File: config.mk
export PLATFORM = sky130hd
export DESIGN_NAME = usbpc_phy_ctrl
export DESIGN_NICKNAME = d
export VERILOG_FILES = /design/src/hdl/usbpc_pkg.sv /design/src/hdl/usbpc_line_filter.sv /design/src/hdl/usbpc_phy_ctrl.sv
export SDC_FILE = /design/constraint.sdc
export NUM_CORES = 1
export LEC_CHECK = 0
export ABC_AREA = 1
export BUFFER_PORTS_ARGS = -buffer_cell sky130_fd_sc_hd__buf_2
export CAP_MARGIN = 10
export CORE_MARGIN = 4
export CORE_UTILIZATION = 40
export CTS_BUF_LIST = sky130_fd_sc_hd__clkbuf_4
export DETAILED_ROUTE_END_ITERATION = 16
export GPL_ROUTABILITY_DRIVEN = 0
export MAX_ROUTING_LAYER = met4
export PLACE_DENSITY_LB_ADDON = 0.15
export SETUP_SLACK_MARGIN = 0.05
export SLEW_MARGIN = 5
export SYNTH_ARGS = -nofsm -noshare
export SYNTH_HDL_FRONTEND = slang
export SYNTH_SLANG_ARGS = --single-unit
File: constraint.sdc
create_clock -name ref_clk_i -period 2.5 [get_ports ref_clk_i]
set_input_delay 0.5 -clock ref_clk_i [delete_from_list [all_inputs] [get_ports ref_clk_i]]
set_output_delay 0.5 -clock ref_clk_i [all_outputs]
set_load 0.02 [all_outputs]
File: src/hdl/usbpc_pkg.sv
// constants for the usb phy control register block
package usbpc_pkg;
   // ------------------------------------------------------------------
   // register map
   // ------------------------------------------------------------------
   localparam logic [7:0] ADDR_PHY_CONTROL = 8'h40;
   localparam logic [7:0] ADDR_IRQ_STATUS  = 8'h44;
   localparam logic [7:0] ADDR_IRQ_MASK    = 8'h48;
   localparam logic [7:0] ADDR_LINE_STATUS = 8'h4c;
   // ------------------------------------------------------------------
   // control field positions
   // ------------------------------------------------------------------
   localparam int PULLDOWN_DIS_BIT = 18;
   localparam int RESET_CAUSE_BIT  = 13;
   localparam int RESUME_CAUSE_BIT = 12;
   localparam int FILT_LSB         = 8;
   localparam int FILT_W           = 4;
   localparam int HW_RESUME_BIT    = 7;
   localparam int CFG_LSB          = 4;
   localparam int CFG_W            = 3;
   localparam logic [31:0] CTRL_WMASK  = 32'h0004_3ff0;
   localparam logic [31:0] CTRL_RESET  = 32'h0000_0000;
   // ------------------------------------------------------------------
   // line state codes and irq bits
   // ------------------------------------------------------------------
   localparam logic [1:0] LS_SE0 = 2'h0;
   localparam logic [1:0] LS_J   = 2'h1;
   localparam logic [1:0] LS_K   = 2'h2;
   localparam int IRQ_W          = 3;
   localparam int IRQ_RESET_BIT  = 0;
   localparam int IRQ_RESUME_BIT = 1;
   localparam int IRQ_LINE_BIT   = 2;
   localparam int CNT_W          = 16;
endpackage : usbpc_pkg

File: src/hdl/usbpc_line_filter.sv
// line state change filter with power-of-two settle count
module usbpc_line_filter (
   input  wire logic       ref_clk_i,
   input  wire logic       resetn_i,
   input  wire logic [3:0] log2_cnt_i,
   input  wire logic [1:0] line_raw_i,
   output logic      [1:0] line_filt_o,
   output logic            change_o
);
   logic [1:0]                     cand_r;
   logic [1:0]                     filt_r;
   logic                           chg_r;
   logic [usbpc_pkg::CNT_W-1:0]    cnt_r;
   logic [usbpc_pkg::CNT_W-1:0]    cnt_nxt;
   logic [usbpc_pkg::CNT_W-1:0]    target;
   wire                            raw_moved = line_raw_i != cand_r;
   wire                            settled;

   assign target  = usbpc_pkg::CNT_W'(1) << log2_cnt_i;
   // restart on each raw change, so glitches never pass
   // saturate at or above target: a count lowered mid-settle still ends
   assign cnt_nxt = raw_moved ? usbpc_pkg::CNT_W'(1) :
                    (cnt_r >= target ? cnt_r : cnt_r + 1'b1);
   assign settled = !raw_moved && cnt_r >= target && cand_r != filt_r;

   always_ff @(posedge ref_clk_i or negedge resetn_i) begin
      if (!resetn_i) begin
         cand_r <= usbpc_pkg::LS_J;
         filt_r <= usbpc_pkg::LS_J;
         cnt_r  <= '0;
         chg_r  <= 1'b0;
      end else begin
         cand_r <= line_raw_i;
         cnt_r  <= cnt_nxt;
         chg_r  <= settled;
         if (settled) begin
            filt_r <= cand_r;
         end
      end
   end

   assign line_filt_o = filt_r;
   assign change_o    = chg_r;

   stable_before_a: assert property (@(posedge ref_clk_i)
      disable iff (!resetn_i)
      settled |-> $stable(line_raw_i) && cnt_r >= target)
      else $error("filter output moved on unsettled line");
endmodule : usbpc_line_filter

File: src/hdl/usbpc_phy_ctrl.sv
// usb phy control register with line filter and auto-resume cause flags
// ----------------------------------------------------------------------
// ports and state
// ----------------------------------------------------------------------
module usbpc_phy_ctrl (
   input  wire logic        ref_clk_i,
   input  wire logic        resetn_i,
   input  wire logic [7:0]  addr_i,
   input  wire logic [31:0] wdata_i,
   input  wire logic        wr_i,
   input  wire logic        rd_i,
   output logic      [31:0] rdata_o,
   input  wire logic [1:0]  line_raw_i,
   input  wire logic        suspended_i,
   output logic             resume_o,
   output logic             pulldown_a_en_o,
   output logic             pulldown_b_en_o,
   output logic      [2:0]  phy_config_pins_o,
   output logic             irq_o
);
   logic [31:0]                 ctrl_r;
   logic [31:0]                 ctrl_nxt;
   logic [31:0]                 rdata_r;
   logic [usbpc_pkg::IRQ_W-1:0] sts_r;
   logic [usbpc_pkg::IRQ_W-1:0] sts_nxt;
   logic [usbpc_pkg::IRQ_W-1:0] mask_r;
   logic                        irq_r;
   logic                        resume_r;
   logic                        pd_a_r;
   logic                        pd_b_r;
   logic [2:0]                  cfg_r;
   logic [1:0]                  line_filt;
   logic                        line_chg;

   // ----------------------------------------------------------------------
   // decode
   // ----------------------------------------------------------------------
   wire sel_ctrl = addr_i == usbpc_pkg::ADDR_PHY_CONTROL;
   wire sel_sts  = addr_i == usbpc_pkg::ADDR_IRQ_STATUS;
   wire sel_mask = addr_i == usbpc_pkg::ADDR_IRQ_MASK;
   wire sel_line = addr_i == usbpc_pkg::ADDR_LINE_STATUS;
   wire wr_ctrl  = wr_i && sel_ctrl;
   // irq looks at the mask being written, so it never lags a mask change
   wire [usbpc_pkg::IRQ_W-1:0] mask_nxt =
      (wr_i && sel_mask) ? wdata_i[usbpc_pkg::IRQ_W-1:0] : mask_r;
   wire hw_res   = ctrl_r[usbpc_pkg::HW_RESUME_BIT];
   // auto-resume only in hardware-resume mode while suspended
   wire auto_se0 = hw_res && suspended_i && line_chg &&
                   line_filt == usbpc_pkg::LS_SE0;
   wire auto_k   = hw_res && suspended_i && line_chg &&
                   line_filt == usbpc_pkg::LS_K;
   wire [usbpc_pkg::IRQ_W-1:0] ev = {line_chg, auto_k, auto_se0};

   usbpc_line_filter u_filt (
      .ref_clk_i  (ref_clk_i),
      .resetn_i   (resetn_i),
      .log2_cnt_i (ctrl_r[usbpc_pkg::FILT_LSB +: usbpc_pkg::FILT_W]),
      .line_raw_i (line_raw_i),
      .line_filt_o(line_filt),
      .change_o   (line_chg)
   );

   // ----------------------------------------------------------------------
   // next values
   // ----------------------------------------------------------------------
   always_comb begin
      ctrl_nxt = ctrl_r;
      if (wr_ctrl) begin
         ctrl_nxt = wdata_i & usbpc_pkg::CTRL_WMASK;
         // cause flags only clear by writing 0; a 1 keeps them
         ctrl_nxt[usbpc_pkg::RESET_CAUSE_BIT] =
            ctrl_r[usbpc_pkg::RESET_CAUSE_BIT] &
            wdata_i[usbpc_pkg::RESET_CAUSE_BIT];
         ctrl_nxt[usbpc_pkg::RESUME_CAUSE_BIT] =
            ctrl_r[usbpc_pkg::RESUME_CAUSE_BIT] &
            wdata_i[usbpc_pkg::RESUME_CAUSE_BIT];
      end
      // set wins over a clearing write
      if (auto_se0) begin
         ctrl_nxt[usbpc_pkg::RESET_CAUSE_BIT] = 1'b1;
      end
      if (auto_k) begin
         ctrl_nxt[usbpc_pkg::RESUME_CAUSE_BIT] = 1'b1;
      end
   end

   assign sts_nxt = ((rd_i && sel_sts) ? '0 : sts_r) | ev;

   wire [31:0] rd_mux =
      sel_ctrl ? ctrl_r :
      sel_sts  ? 32'(sts_r) :
      sel_mask ? 32'(mask_r) :
      sel_line ? 32'(line_filt) : 32'h0000_0000;

   // ----------------------------------------------------------------------
   // registers
   // ----------------------------------------------------------------------
   always_ff @(posedge ref_clk_i or negedge resetn_i) begin
      if (!resetn_i) begin
         ctrl_r   <= usbpc_pkg::CTRL_RESET;
         sts_r    <= '0;
         mask_r   <= '0;
         rdata_r  <= 32'h0000_0000;
         irq_r    <= 1'b0;
         resume_r <= 1'b0;
         pd_a_r   <= 1'b1;
         pd_b_r   <= 1'b1;
         cfg_r    <= 3'h0;
      end else begin
         ctrl_r   <= ctrl_nxt;
         sts_r    <= sts_nxt;
         mask_r   <= mask_nxt;
         rdata_r  <= rd_i ? rd_mux : 32'h0000_0000;
         irq_r    <= |(sts_nxt & mask_nxt);
         resume_r <= auto_se0 || auto_k;
         pd_a_r   <= !ctrl_nxt[usbpc_pkg::PULLDOWN_DIS_BIT];
         pd_b_r   <= !ctrl_nxt[usbpc_pkg::PULLDOWN_DIS_BIT];
         cfg_r    <= ctrl_nxt[usbpc_pkg::CFG_LSB +: usbpc_pkg::CFG_W];
      end
   end

   assign rdata_o           = rdata_r;
   assign irq_o             = irq_r;
   assign resume_o          = resume_r;
   assign pulldown_a_en_o   = pd_a_r;
   assign pulldown_b_en_o   = pd_b_r;
   assign phy_config_pins_o = cfg_r;

   // ----------------------------------------------------------------------
   // checks
   // ----------------------------------------------------------------------
   // checker helper: cycles the raw line has held one value
   logic [1:0]                  raw_prev_r;
   logic [usbpc_pkg::CNT_W-1:0] hold_cnt_r;
   wire  [usbpc_pkg::CNT_W-1:0] settle_len = usbpc_pkg::CNT_W'(1) <<
      ctrl_r[usbpc_pkg::FILT_LSB +: usbpc_pkg::FILT_W];

   always_ff @(posedge ref_clk_i or negedge resetn_i) begin
      if (!resetn_i) begin
         raw_prev_r <= usbpc_pkg::LS_J;
         hold_cnt_r <= '0;
      end else begin
         raw_prev_r <= line_raw_i;
         if (line_raw_i != raw_prev_r) begin
            hold_cnt_r <= '0;
         end else if (hold_cnt_r != '1) begin
            hold_cnt_r <= hold_cnt_r + 1'b1;
         end
      end
   end

   pulldown_follow_a: assert property (@(posedge ref_clk_i)
      disable iff (!resetn_i)
      pulldown_a_en_o == !ctrl_r[usbpc_pkg::PULLDOWN_DIS_BIT] &&
      pulldown_b_en_o == pulldown_a_en_o)
      else $error("pulldown enable disagrees with control bit");
   reset_cause_a: assert property (@(posedge ref_clk_i)
      disable iff (!resetn_i)
      auto_se0 |=> ctrl_r[usbpc_pkg::RESET_CAUSE_BIT])
      else $error("reset cause not set");
   reset_hold_a: assert property (@(posedge ref_clk_i)
      disable iff (!resetn_i)
      ctrl_r[usbpc_pkg::RESET_CAUSE_BIT] && !wr_ctrl
      |=> ctrl_r[usbpc_pkg::RESET_CAUSE_BIT])
      else $error("reset cause dropped without write");
   resume_cause_a: assert property (@(posedge ref_clk_i)
      disable iff (!resetn_i)
      auto_k |=> ctrl_r[usbpc_pkg::RESUME_CAUSE_BIT])
      else $error("resume cause not set");
   resume_hold_a: assert property (@(posedge ref_clk_i)
      disable iff (!resetn_i)
      ctrl_r[usbpc_pkg::RESUME_CAUSE_BIT] && !wr_ctrl
      |=> ctrl_r[usbpc_pkg::RESUME_CAUSE_BIT])
      else $error("resume cause dropped without write");
   filter_delay_a: assert property (@(posedge ref_clk_i)
      disable iff (!resetn_i)
      $changed(line_filt) && ctrl_r[11:8] == 4'h0
      |-> $past(line_raw_i, 2) == line_filt)
      else $error("filtered line moved without settling");
   hw_resume_a: assert property (@(posedge ref_clk_i)
      disable iff (!resetn_i)
      resume_o |-> $past(hw_res) && $past(suspended_i))
      else $error("resume pulse without hardware resume mode");
   config_pins_a: assert property (@(posedge ref_clk_i)
      disable iff (!resetn_i)
      phy_config_pins_o == ctrl_r[6:4])
      else $error("config pins differ from field");
   irq_level_a: assert property (@(posedge ref_clk_i)
      disable iff (!resetn_i)
      irq_o == |(sts_r & mask_r))
      else $error("interrupt out of step with status");
   read_data_a: assert property (@(posedge ref_clk_i)
      disable iff (!resetn_i)
      rd_i && sel_ctrl |=> rdata_o == $past(ctrl_r))
      else $error("control read data wrong");
   settle_len_a: assert property (@(posedge ref_clk_i)
      disable iff (!resetn_i)
      $changed(line_filt) |-> hold_cnt_r >= $past(settle_len))
      else $error("filtered line moved before the settle count");
   reset_clear_a: assert property (@(posedge ref_clk_i)
      disable iff (!resetn_i)
      wr_ctrl && !wdata_i[usbpc_pkg::RESET_CAUSE_BIT] && !auto_se0
      |=> !ctrl_r[usbpc_pkg::RESET_CAUSE_BIT])
      else $error("reset cause not cleared by zero write");
   resume_clear_a: assert property (@(posedge ref_clk_i)
      disable iff (!resetn_i)
      wr_ctrl && !wdata_i[usbpc_pkg::RESUME_CAUSE_BIT] && !auto_k
      |=> !ctrl_r[usbpc_pkg::RESUME_CAUSE_BIT])
      else $error("resume cause not cleared by zero write");
   resume_pulse_a: assert property (@(posedge ref_clk_i)
      disable iff (!resetn_i)
      resume_o |=> !resume_o)
      else $error("resume pulse longer than one cycle");
   status_set_a: assert property (@(posedge ref_clk_i)
      disable iff (!resetn_i)
      |ev |=> (sts_r & $past(ev)) == $past(ev))
      else $error("status bit not set by event");
   status_clear_a: assert property (@(posedge ref_clk_i)
      disable iff (!resetn_i)
      rd_i && sel_sts && ev == '0 |=> sts_r == '0)
      else $error("status not cleared by read");
   rdata_idle_a: assert property (@(posedge ref_clk_i)
      disable iff (!resetn_i)
      !rd_i |=> rdata_o == 32'h0000_0000)
      else $error("read data not zero outside a read");

   se0_resume_c: cover property (@(posedge ref_clk_i)
      disable iff (!resetn_i) auto_se0);
   k_resume_c: cover property (@(posedge ref_clk_i)
      disable iff (!resetn_i) auto_k);
   clear_race_c: cover property (@(posedge ref_clk_i)
      disable iff (!resetn_i) auto_k && wr_ctrl);
   irq_c: cover property (@(posedge ref_clk_i)
      disable iff (!resetn_i) irq_o);
   polled_change_c: cover property (@(posedge ref_clk_i)
      disable iff (!resetn_i) line_chg && !hw_res && suspended_i);
endmodule : usbpc_phy_ctrl

Yosys cells after proc, flatten, opt, wreduce, memory -nomap -nowiden
Cells that the tools add are included.

Flip-flop bits (word level): 63. Bits in latches: 0. Memory bits (writable): 0. ROM bits: 0. Output and inout bits: 39. Word-level logic and storage cells: 58. Memories: 0.

Add/sub/neg operators: 1. Multipliers: 0. Divide/modulo/power cells: 0. Order comparisons: 1. Eq/ne operators: 8. Shift operators: 1. Mux-type cells: 12. Bitwise gates (word level): 4. Reductions and logical operators: 16.

Operator list (count): $mux 19 (3); $eq 8x7->1 const B (4); $mux 16 (2); $add 16x1->16 const B (1); $ge 16x16->1 (1); $shl 1x4->16 const A (1); $mux 3 (4); $logic_and 1x1->1 (9); $ne 2x2->1 (2); $reduce_bool 2->1 (2); $and 3x3->3 (1); $or 3x3->3 (1); $reduce_or 3->1 (1); $and 1x1->1 (2); $eq 2x2->1 const B (1); $logic_not 1->1 (2); $logic_not 2->1 (1); $mux 1 (2); $mux 2 (1); $ne 2x1->1 const B (1); $logic_or 1x1->1 (1).

Depth between registers and ports, before layout
Gate-level depths: netlist of run 1.

Word-level depth: 6. Gate-level depth with buffers: 15. Mapped depth without buffers: 14.

Cells and area by module
A second synthesis of run 1 with hierarchy kept.

Cells, all modules: 422. Area total of the unflattened synthesis: 3495.9 µm².

Modules (own cells, without submodules): usbpc_line_filter (times used 1, cells each 248, area each 1871.8 µm², sequential area each 528.0 µm²); usbpc_phy_ctrl (times used 1, cells each 174, area each 1624.1 µm², sequential area each 852.1 µm²).

Least setup slack after synthesis of run 1
OpenSTA, ideal clock, no wires.

Path kind: flip-flop to flip-flop. Start point: register ctrl_r[10]. End point: register u_filt.cnt_r[10] in the netlist's numbering. Data arrival time: 1984 ps. Required time: 2382 ps. Setup slack: 398 ps. Stages on the path, launching flop included: 16. Path buffers: 2. Clock period less this slack: 2102 ps. Cell sequence: dfrtp_1 -> clkbuf_1 -> clkinv_1 -> nand4_1 -> ha_1 -> nand2_1 -> nand2_1 -> nor2_1 -> nand2_1 -> nand2_1 -> nand2_1 -> nand2_2 -> nand2_4 -> buf_4 -> nand3_1 -> nand2_1.

Longest elaborated chain between the ends: 3.

Ends and longest elaborated chain: start, declared (RTL line usbpc_phy_ctrl.sv:21) `logic [31:0] ctrl_r;`; start signal, assigned (RTL line usbpc_phy_ctrl.sv:100) `ctrl_r <= usbpc_pkg::CTRL_RESET;`; start signal, assigned (RTL line usbpc_phy_ctrl.sv:110) `ctrl_r <= ctrl_nxt;`; $shl 1x4->16 (RTL line usbpc_line_filter.sv:19) `assign target = usbpc_pkg::CNT_W'(1) << log2_cnt_i;`; $ge 16x16->1 (RTL line usbpc_line_filter.sv:23) `(cnt_r >= target ? cnt_r : cnt_r + 1'b1);`; $ne 2x1->1 (no source line); end signal, assigned (RTL line usbpc_line_filter.sv:34) `cnt_r <= cnt_nxt;`; end, declared (RTL line usbpc_line_filter.sv:13) `logic [usbpc_pkg::CNT_W-1:0] cnt_r;`.

No other way between the ends. A chain may end at the register's enable or synchronous reset.

Worst setup path in the final report of run 1
Start point: register ctrl_r[11]. End point: register u_filt.cnt_r[0] in the netlist's numbering.

The elaborated chain is that of the path after synthesis.

==> results of run 1 <==
-- state kept, by name, indices dropped and copies added, names as in the netlist --
name	count
rdata_o	14
ctrl_r	9
pulldown_b_en_o	1
phy_config_pins_o	2
sts_r	3
u_filt.cnt_r	16
u_filt.change_o	1
u_filt.line_filt_o	2
resume_o	1
irq_o	1
u_filt.cand_r	2
mask_r	3
-- routing by layer --
| layer | vias to the layer above | track usage [%] |
|---|---|---|
| met4 | 0 | 3.151 |
| met1 | 1247 | 20.76 |
| met5 | - | - |
| met3 | 7 | 2.548 |
| li1 | 1413 | - |
| met2 | 64 | 23.04 |
-- cell type report --
class                           instances  share of cell area (%)
Timing Repair Buffer                   54                   8.436
Tap cell                              102                   3.498
Clock inverter                          3                  0.4115
Multi-Input combinational cell        295                   43.55
Clock buffer                            5                   1.029
Inverter                               46                   5.144
Sequential cell                        55                   37.93
-- power by group --
| part | total [uW] | switching [uW] | internal, uW | leakage [uW] |
|---|---|---|---|---|
| clock network | 382 | 278 | 104 | 0.0000263 |
| registers | 1060 | 86.5 | 974 | 0.000698 |
| logic | 428 | 288 | 140 | 0.00116 |
| total | 1870 | 653 | 1220 | 0.00188 |
-- final timing paths --
kind / startpoint / endpoint / cells past startpoint / slack, ns
hold / removal: resetn_i / u_filt.cnt_r[14] / 1 / 0.12
max in group asynchronous: resetn_i / u_filt.line_filt_o[0] / 2 / 1.74
hold reg to reg: ctrl_r[12] / ctrl_r[12] / 2 / 0.50
setup / recovery: ctrl_r[11] / u_filt.cnt_r[0] / 14 / 0.33
min in group ref_clk_i: line_raw_i[0] / u_filt.cand_r[0] / 1 / 0.22
setup reg to reg: ctrl_r[11] / u_filt.cnt_r[0] / 14 / 0.33
-- worst max-delay path, stage by stage, from the launching register on --
cell and delay, ns:
dfrtp_1 0.58, clkinvlp_4 0.27, nand4_1 0.12, ha_1 0.23, nand2_1 0.08, nor2_1 0.05, nor2_1 0.07, nand2_1 0.06
nand2_1 0.06, nand2_1 0.06, nand2_2 0.08, buf_4 0.21, nand3_1 0.09, nand2_1 0.06, nand2_1 0.05
-- cell usage after synthesis, types with 2 or more instances --
library cell  instances
a21oi_1               7
buf_2                 4
buf_4                24
clkbuf_1              6
clkinv_1              4
dfrtp_1              52
dfstp_2               3
ha_1                 17
inv_1                36
inv_2                 6
nand2_1              94
nand2_2               2
nand2_4               2
nand3_1              34
nand4_1              37
nor2_1               35
nor2_2                5
nor2_4                2
nor3_1                5
nor3_4                2
o21ai_0               9
o21ai_1               9
xor2_1               10
-- cell families after synthesis --
family | after synthesis
and+or+nand+nor | 220
xor gates and xnor gates | 11
adders and majority gates | 17
DFF | 55
AOI/OAI and AO/OA | 29
buffers and inverters | 81
other | 1
-- through the flow --
stage | instance area [um^2] | util, %
after floorplan | 3376 | -
after global placement | 3577 | 45.35
after detailed placement | 3577 | 45.35
after CTS | 3630 | 46.02
after global routing | 3649 | 46.26
final | 3649 | 46.26
==> flow_summary.ini, run 1 <==
[detailed_routing]
routed-via-count = 2731
via_per_inst = 4.877
met2_length_um = 3138
drtAntennaViolNets = 0
drt-initial-drc-count = 74
routed_wl_um = 6957
dr_wl_met3_um = 363
route.detailed.drc = 0
wl_per_cell_um = 12.42
highest_layer = met4
routedLengthMet1_um = 3391
drt_first_pass_iters = 4

[synth]
synth_edf_count = 0
synthTopCellsByArea = dfrtp_1 (39%), nand2_1 (11%), nand4_1 (7.0%)
synthesis.area_um2 = 3312
syn-mean-instance-area_um2 = 8.000
muxShareOfSynthArea_pct = 0
synth_compound_area_share_pct = 4.949
ys_async_sr_fraction_pct = 100.0
synth_top_family_by_area = simple AND/OR/NAND/NOR gates
synth_seq_cells = 55
synthesis.instances = 414
synthAdderAreaFrac_pct = 6.422
synth_top_area_cell = dfrtp_1
synthSimpleGateAreaFrac_pct = 31.66
netlist.area_leader.share_pct = 39.29
yosysUniqueCellTypes = 32
synth-seq-area-share_pct = 41.67
ys.flop_type = dfrtp_1
yosysWarningCount = 0
synthXorXnorAreaFrac_pct = 2.909

[cells_and_area]
synthToLayoutAreaGrowth_pct = 10.16
fillers = 789
drive_gt1_share_pct = 20.09
nets = 521
multi_input_area_um2 = 1589
fin_cells = 560
final_cell_mix = nand2_1 (94), dfrtp_1 (49), buf_2 (49)
diodes = 0
register_area_um2 = 1384
mostFrequentLayoutCell = nand2_1

[floorplan]
start_util_pct = 41.99
die_area_um2 = 9800
core_area_um2 = 7888
pin_count = 86
die-height_um = 99.00
rows = 32
dieWidth_um = 99.00

[sta]
finalSetupTns_ns = 0
period_share_pct = 86.82
slew-limit-headroom_pct = 59.13
hold_viol = 0
fmax_mhz = 460.7
fin_skew_ns = 0.01297
fin_ws_ns = 0.3296
drv_slew = 0
finalCriticalPeriod_ns = 2.170
setup_viol = 0
worstMarginPinSlew_ns = 0.6131
fin_hold_ws_ns = 0.1178
rsz0062_at_grt = no

[power_and_ir_drop]
p_total_uw = 1871
p_leak_uw = 0.001881
powerDensity_nw_per_um2 = 512.8
peakVddDrop_mv = 0.2652

[critical_path]
crit_fanout = 15
cp.arrival_ns = 2.46
worstSetupEndpointType = register
cp.required_ns = 2.78
startpoint_type = register
path_class = reg2reg

[clock_tree]
numCtsBuffers = 5
cts_buffer_depth = 2
root_buffer = clkbuf_4
cts_resized = 0
hold_buffers = 0
htree_num_levels = 2
clkSlewWorstSetupHoldPaths_ns = 0.16
numClockSinks = 55
cts_tree = built
insertion_delay_ns = 0.37
post_cts_buffers = 0

[placed_design]
post-place-ws_ns = 0.2172
io_buffers = 49
placed_cells_incl_taps = 552
hpwl_um = 5268

[job]
maxCapViolations = 0

[global_route]
track_usage_pct = 14.95
grt_pass1_vias = 2504
grt_pass1_wl_um = 11810
grt_max_degree = 32
gr-total-overflow = 0
antenna_found_initial = 0

[outcome]
status = completed

[hold_path]
hold_class = in2async
No activity file was read; power rests on OpenSTA's default activity.
==> run 2, diff against run 1 <==
- GPL_TIMING_DRIVEN: unset -> 0
==> run 2 against run 1 <==
  * Total power rose by 8.7%
  * Count of clock-buffer cells in the layout rose by 1
  * Die area did not move
  * Register-to-register slack got worse by 0.10 ns
  * Cell area rose by 4.8%
  * Largest cell class unchanged
==> flow_summary.ini, run 2 (synthesized netlist as in run 1, its figures left out) <==
[outcome]
status = completed

[detailed_routing]
drt-initial-drc-count = 122
drtAntennaViolNets = 0
wl_per_cell_um = 12.45
drt_first_pass_iters = 4
routed-via-count = 2813
routed_wl_um = 7296
route.detailed.drc = 0
via_per_inst = 4.800

[placed_design]
placed_cells_incl_taps = 582
io_buffers = 49
hpwl_um = 5519

[critical_path]
worstSetupStartpoint = ctrl_r[9]
cp.arrival_ns = 2.59
r2r_slack_ns = 0.23
path_class = reg2reg
r2r_end = u_filt.cnt_r[11]
cp.required_ns = 2.82
worstSetupEndpointType = register
startpoint_type = register
r2r-start = ctrl_r[9]
ff2ff_path_depth = 9
crit_fanout = 10

[clock_tree]
numCtsBuffers = 5
clkSlewWorstSetupHoldPaths_ns = 0.17
hold_buffers = 0
cts_tree = built
insertion_delay_ns = 0.38
cts_buffer_depth = 2
numClockSinks = 55
htree_num_levels = 2
root_buffer = clkbuf_4
post_cts_buffers = 0

[sta]
drv_slew = 0
fin_hold_ws_ns = 0.1461
finalSetupTns_ns = 0
fin_skew_ns = 0.01605
slew-limit-headroom_pct = 53.59
worstMarginPinSlew_ns = 0.6961
finalCriticalPeriod_ns = 2.273
hold_viol = 0
rsz0062_at_grt = no
fmax_mhz = 439.9
setup_viol = 0
period_share_pct = 90.94

[power_and_ir_drop]
peakVddDrop_mv = 0.2610
powerDensity_nw_per_um2 = 531.5
power_frac_seq_pct = 52.1
p_sw_share_pct = 33.13
p_sw_uw = 673.5
clkPwrFrac_pct = 25.3
p_int_uw = 1359
p_leak_uw = 0.002047
combinationalPowerShare_pct = 22.5

[floorplan]
die_area_um2 = 9800
pin_count = 86
rows = 32
die-height_um = 99.00
dieWidth_um = 99.00
start_util_pct = 41.99
core_area_um2 = 7888

[cells_and_area]
fillers = 802
synthToLayoutAreaGrowth_pct = 15.49
regMostFlops = u_filt.cnt_r
diodes = 0
mostFrequentLayoutCell = nand2_1
largest_reg_flops = 16
multi_input_area_um2 = 1589
final_cell_mix = nand2_1 (94), buf_2 (52), dfrtp_1 (52)
nets = 547
drive_gt1_share_pct = 23.76
register_area_um2 = 1380
fin_cells = 586

[global_route]
grt_pass1_wl_um = 12430
grt_max_degree = 56
gr-total-overflow = 0
track_usage_pct = 15.90
grt_pass1_vias = 2688
antenna_found_initial = 0

[job]
maxCapViolations = 0

[hold_path]
hold_class = in2async
[run 2: cell types whose count changed in the layout (fill, tap and decap cells not counted), moves of 3 or more]
cell	delta
clkinvlp_4	-5
clkinv_2	+4
dfrtp_1	+3
dfrtp_2	-3
buf_4	+22
buf_2	+3
[run 2: per-stage QoR]
step	setup WS [ns]	total power [uW]	area, um^2	util (%)
final	0.2266	2033	3825	48.49
after global routing	0.07414	2164	3825	48.49
after CTS	0.08207	2064	3837	48.65
after detailed placement	-0.007236	1540	3749	47.53
after global placement	0.02629	1533	3749	47.53
after floorplan	0.3984	1387	3376	-
[run 2: layout make-up]
type	count	area share, %
inverters	46	4.645
well taps	102	3.337
repair buffers	49	6.477
plain buffers	31	5.725
clock inverters	2	1.014
clock buffers	6	1.178
flip-flops and latches	55	36.08
multi-input cells	295	41.54
[run 2: power by group through the flow]
stage	Combinational (uW)	Clock [uW]	Sequential, uW
after floorplan	343	0	1040
after global placement	470	0	1060
after detailed placement	477	0	1060
after CTS	479	539	1050
after global routing	524	567	1070
final	458	515	1060
[run 2: per-layer routing]
layer  global-route usage, %  vias to the layer above  wire [um]
met1                   21.35                     1267       3533
met4                   4.097                        0         60
met5                       -                        -          0
met3                   2.831                        5        397
met2                   24.90                       70       3305
li1                        -                     1471          -
[run 2: how the worst max path moves through the flow]
stage	endpoint	cells past startpoint
floorplan	u_filt.cnt_r[10]	15
global placement	u_filt.cnt_r[5]	15
detailed placement	u_filt.cnt_r[6]	15
CTS	u_filt.cnt_r[12]	10
global route	u_filt.cnt_r[10]	14
finish	u_filt.cnt_r[11]	9
[run 2: what timing repair did]
item / 4_1_cts / 5_1_grt
endpoints found under the hold margin: 0 / 0
resized for setup: 4 / 0
setup endpoints to repair: 15 / 17
[run 2: worst max-delay path, cell delays in order (launching register included)]
cell and delay [ns]:
dfrtp_1 0.58, clkinv_2 0.21, nand4_1 0.15, ha_1 0.26
a21oi_1 0.14, o21ai_1 0.11, a21oi_4 0.26, buf_2 0.30
nand4_1 0.13, nand2_1 0.08
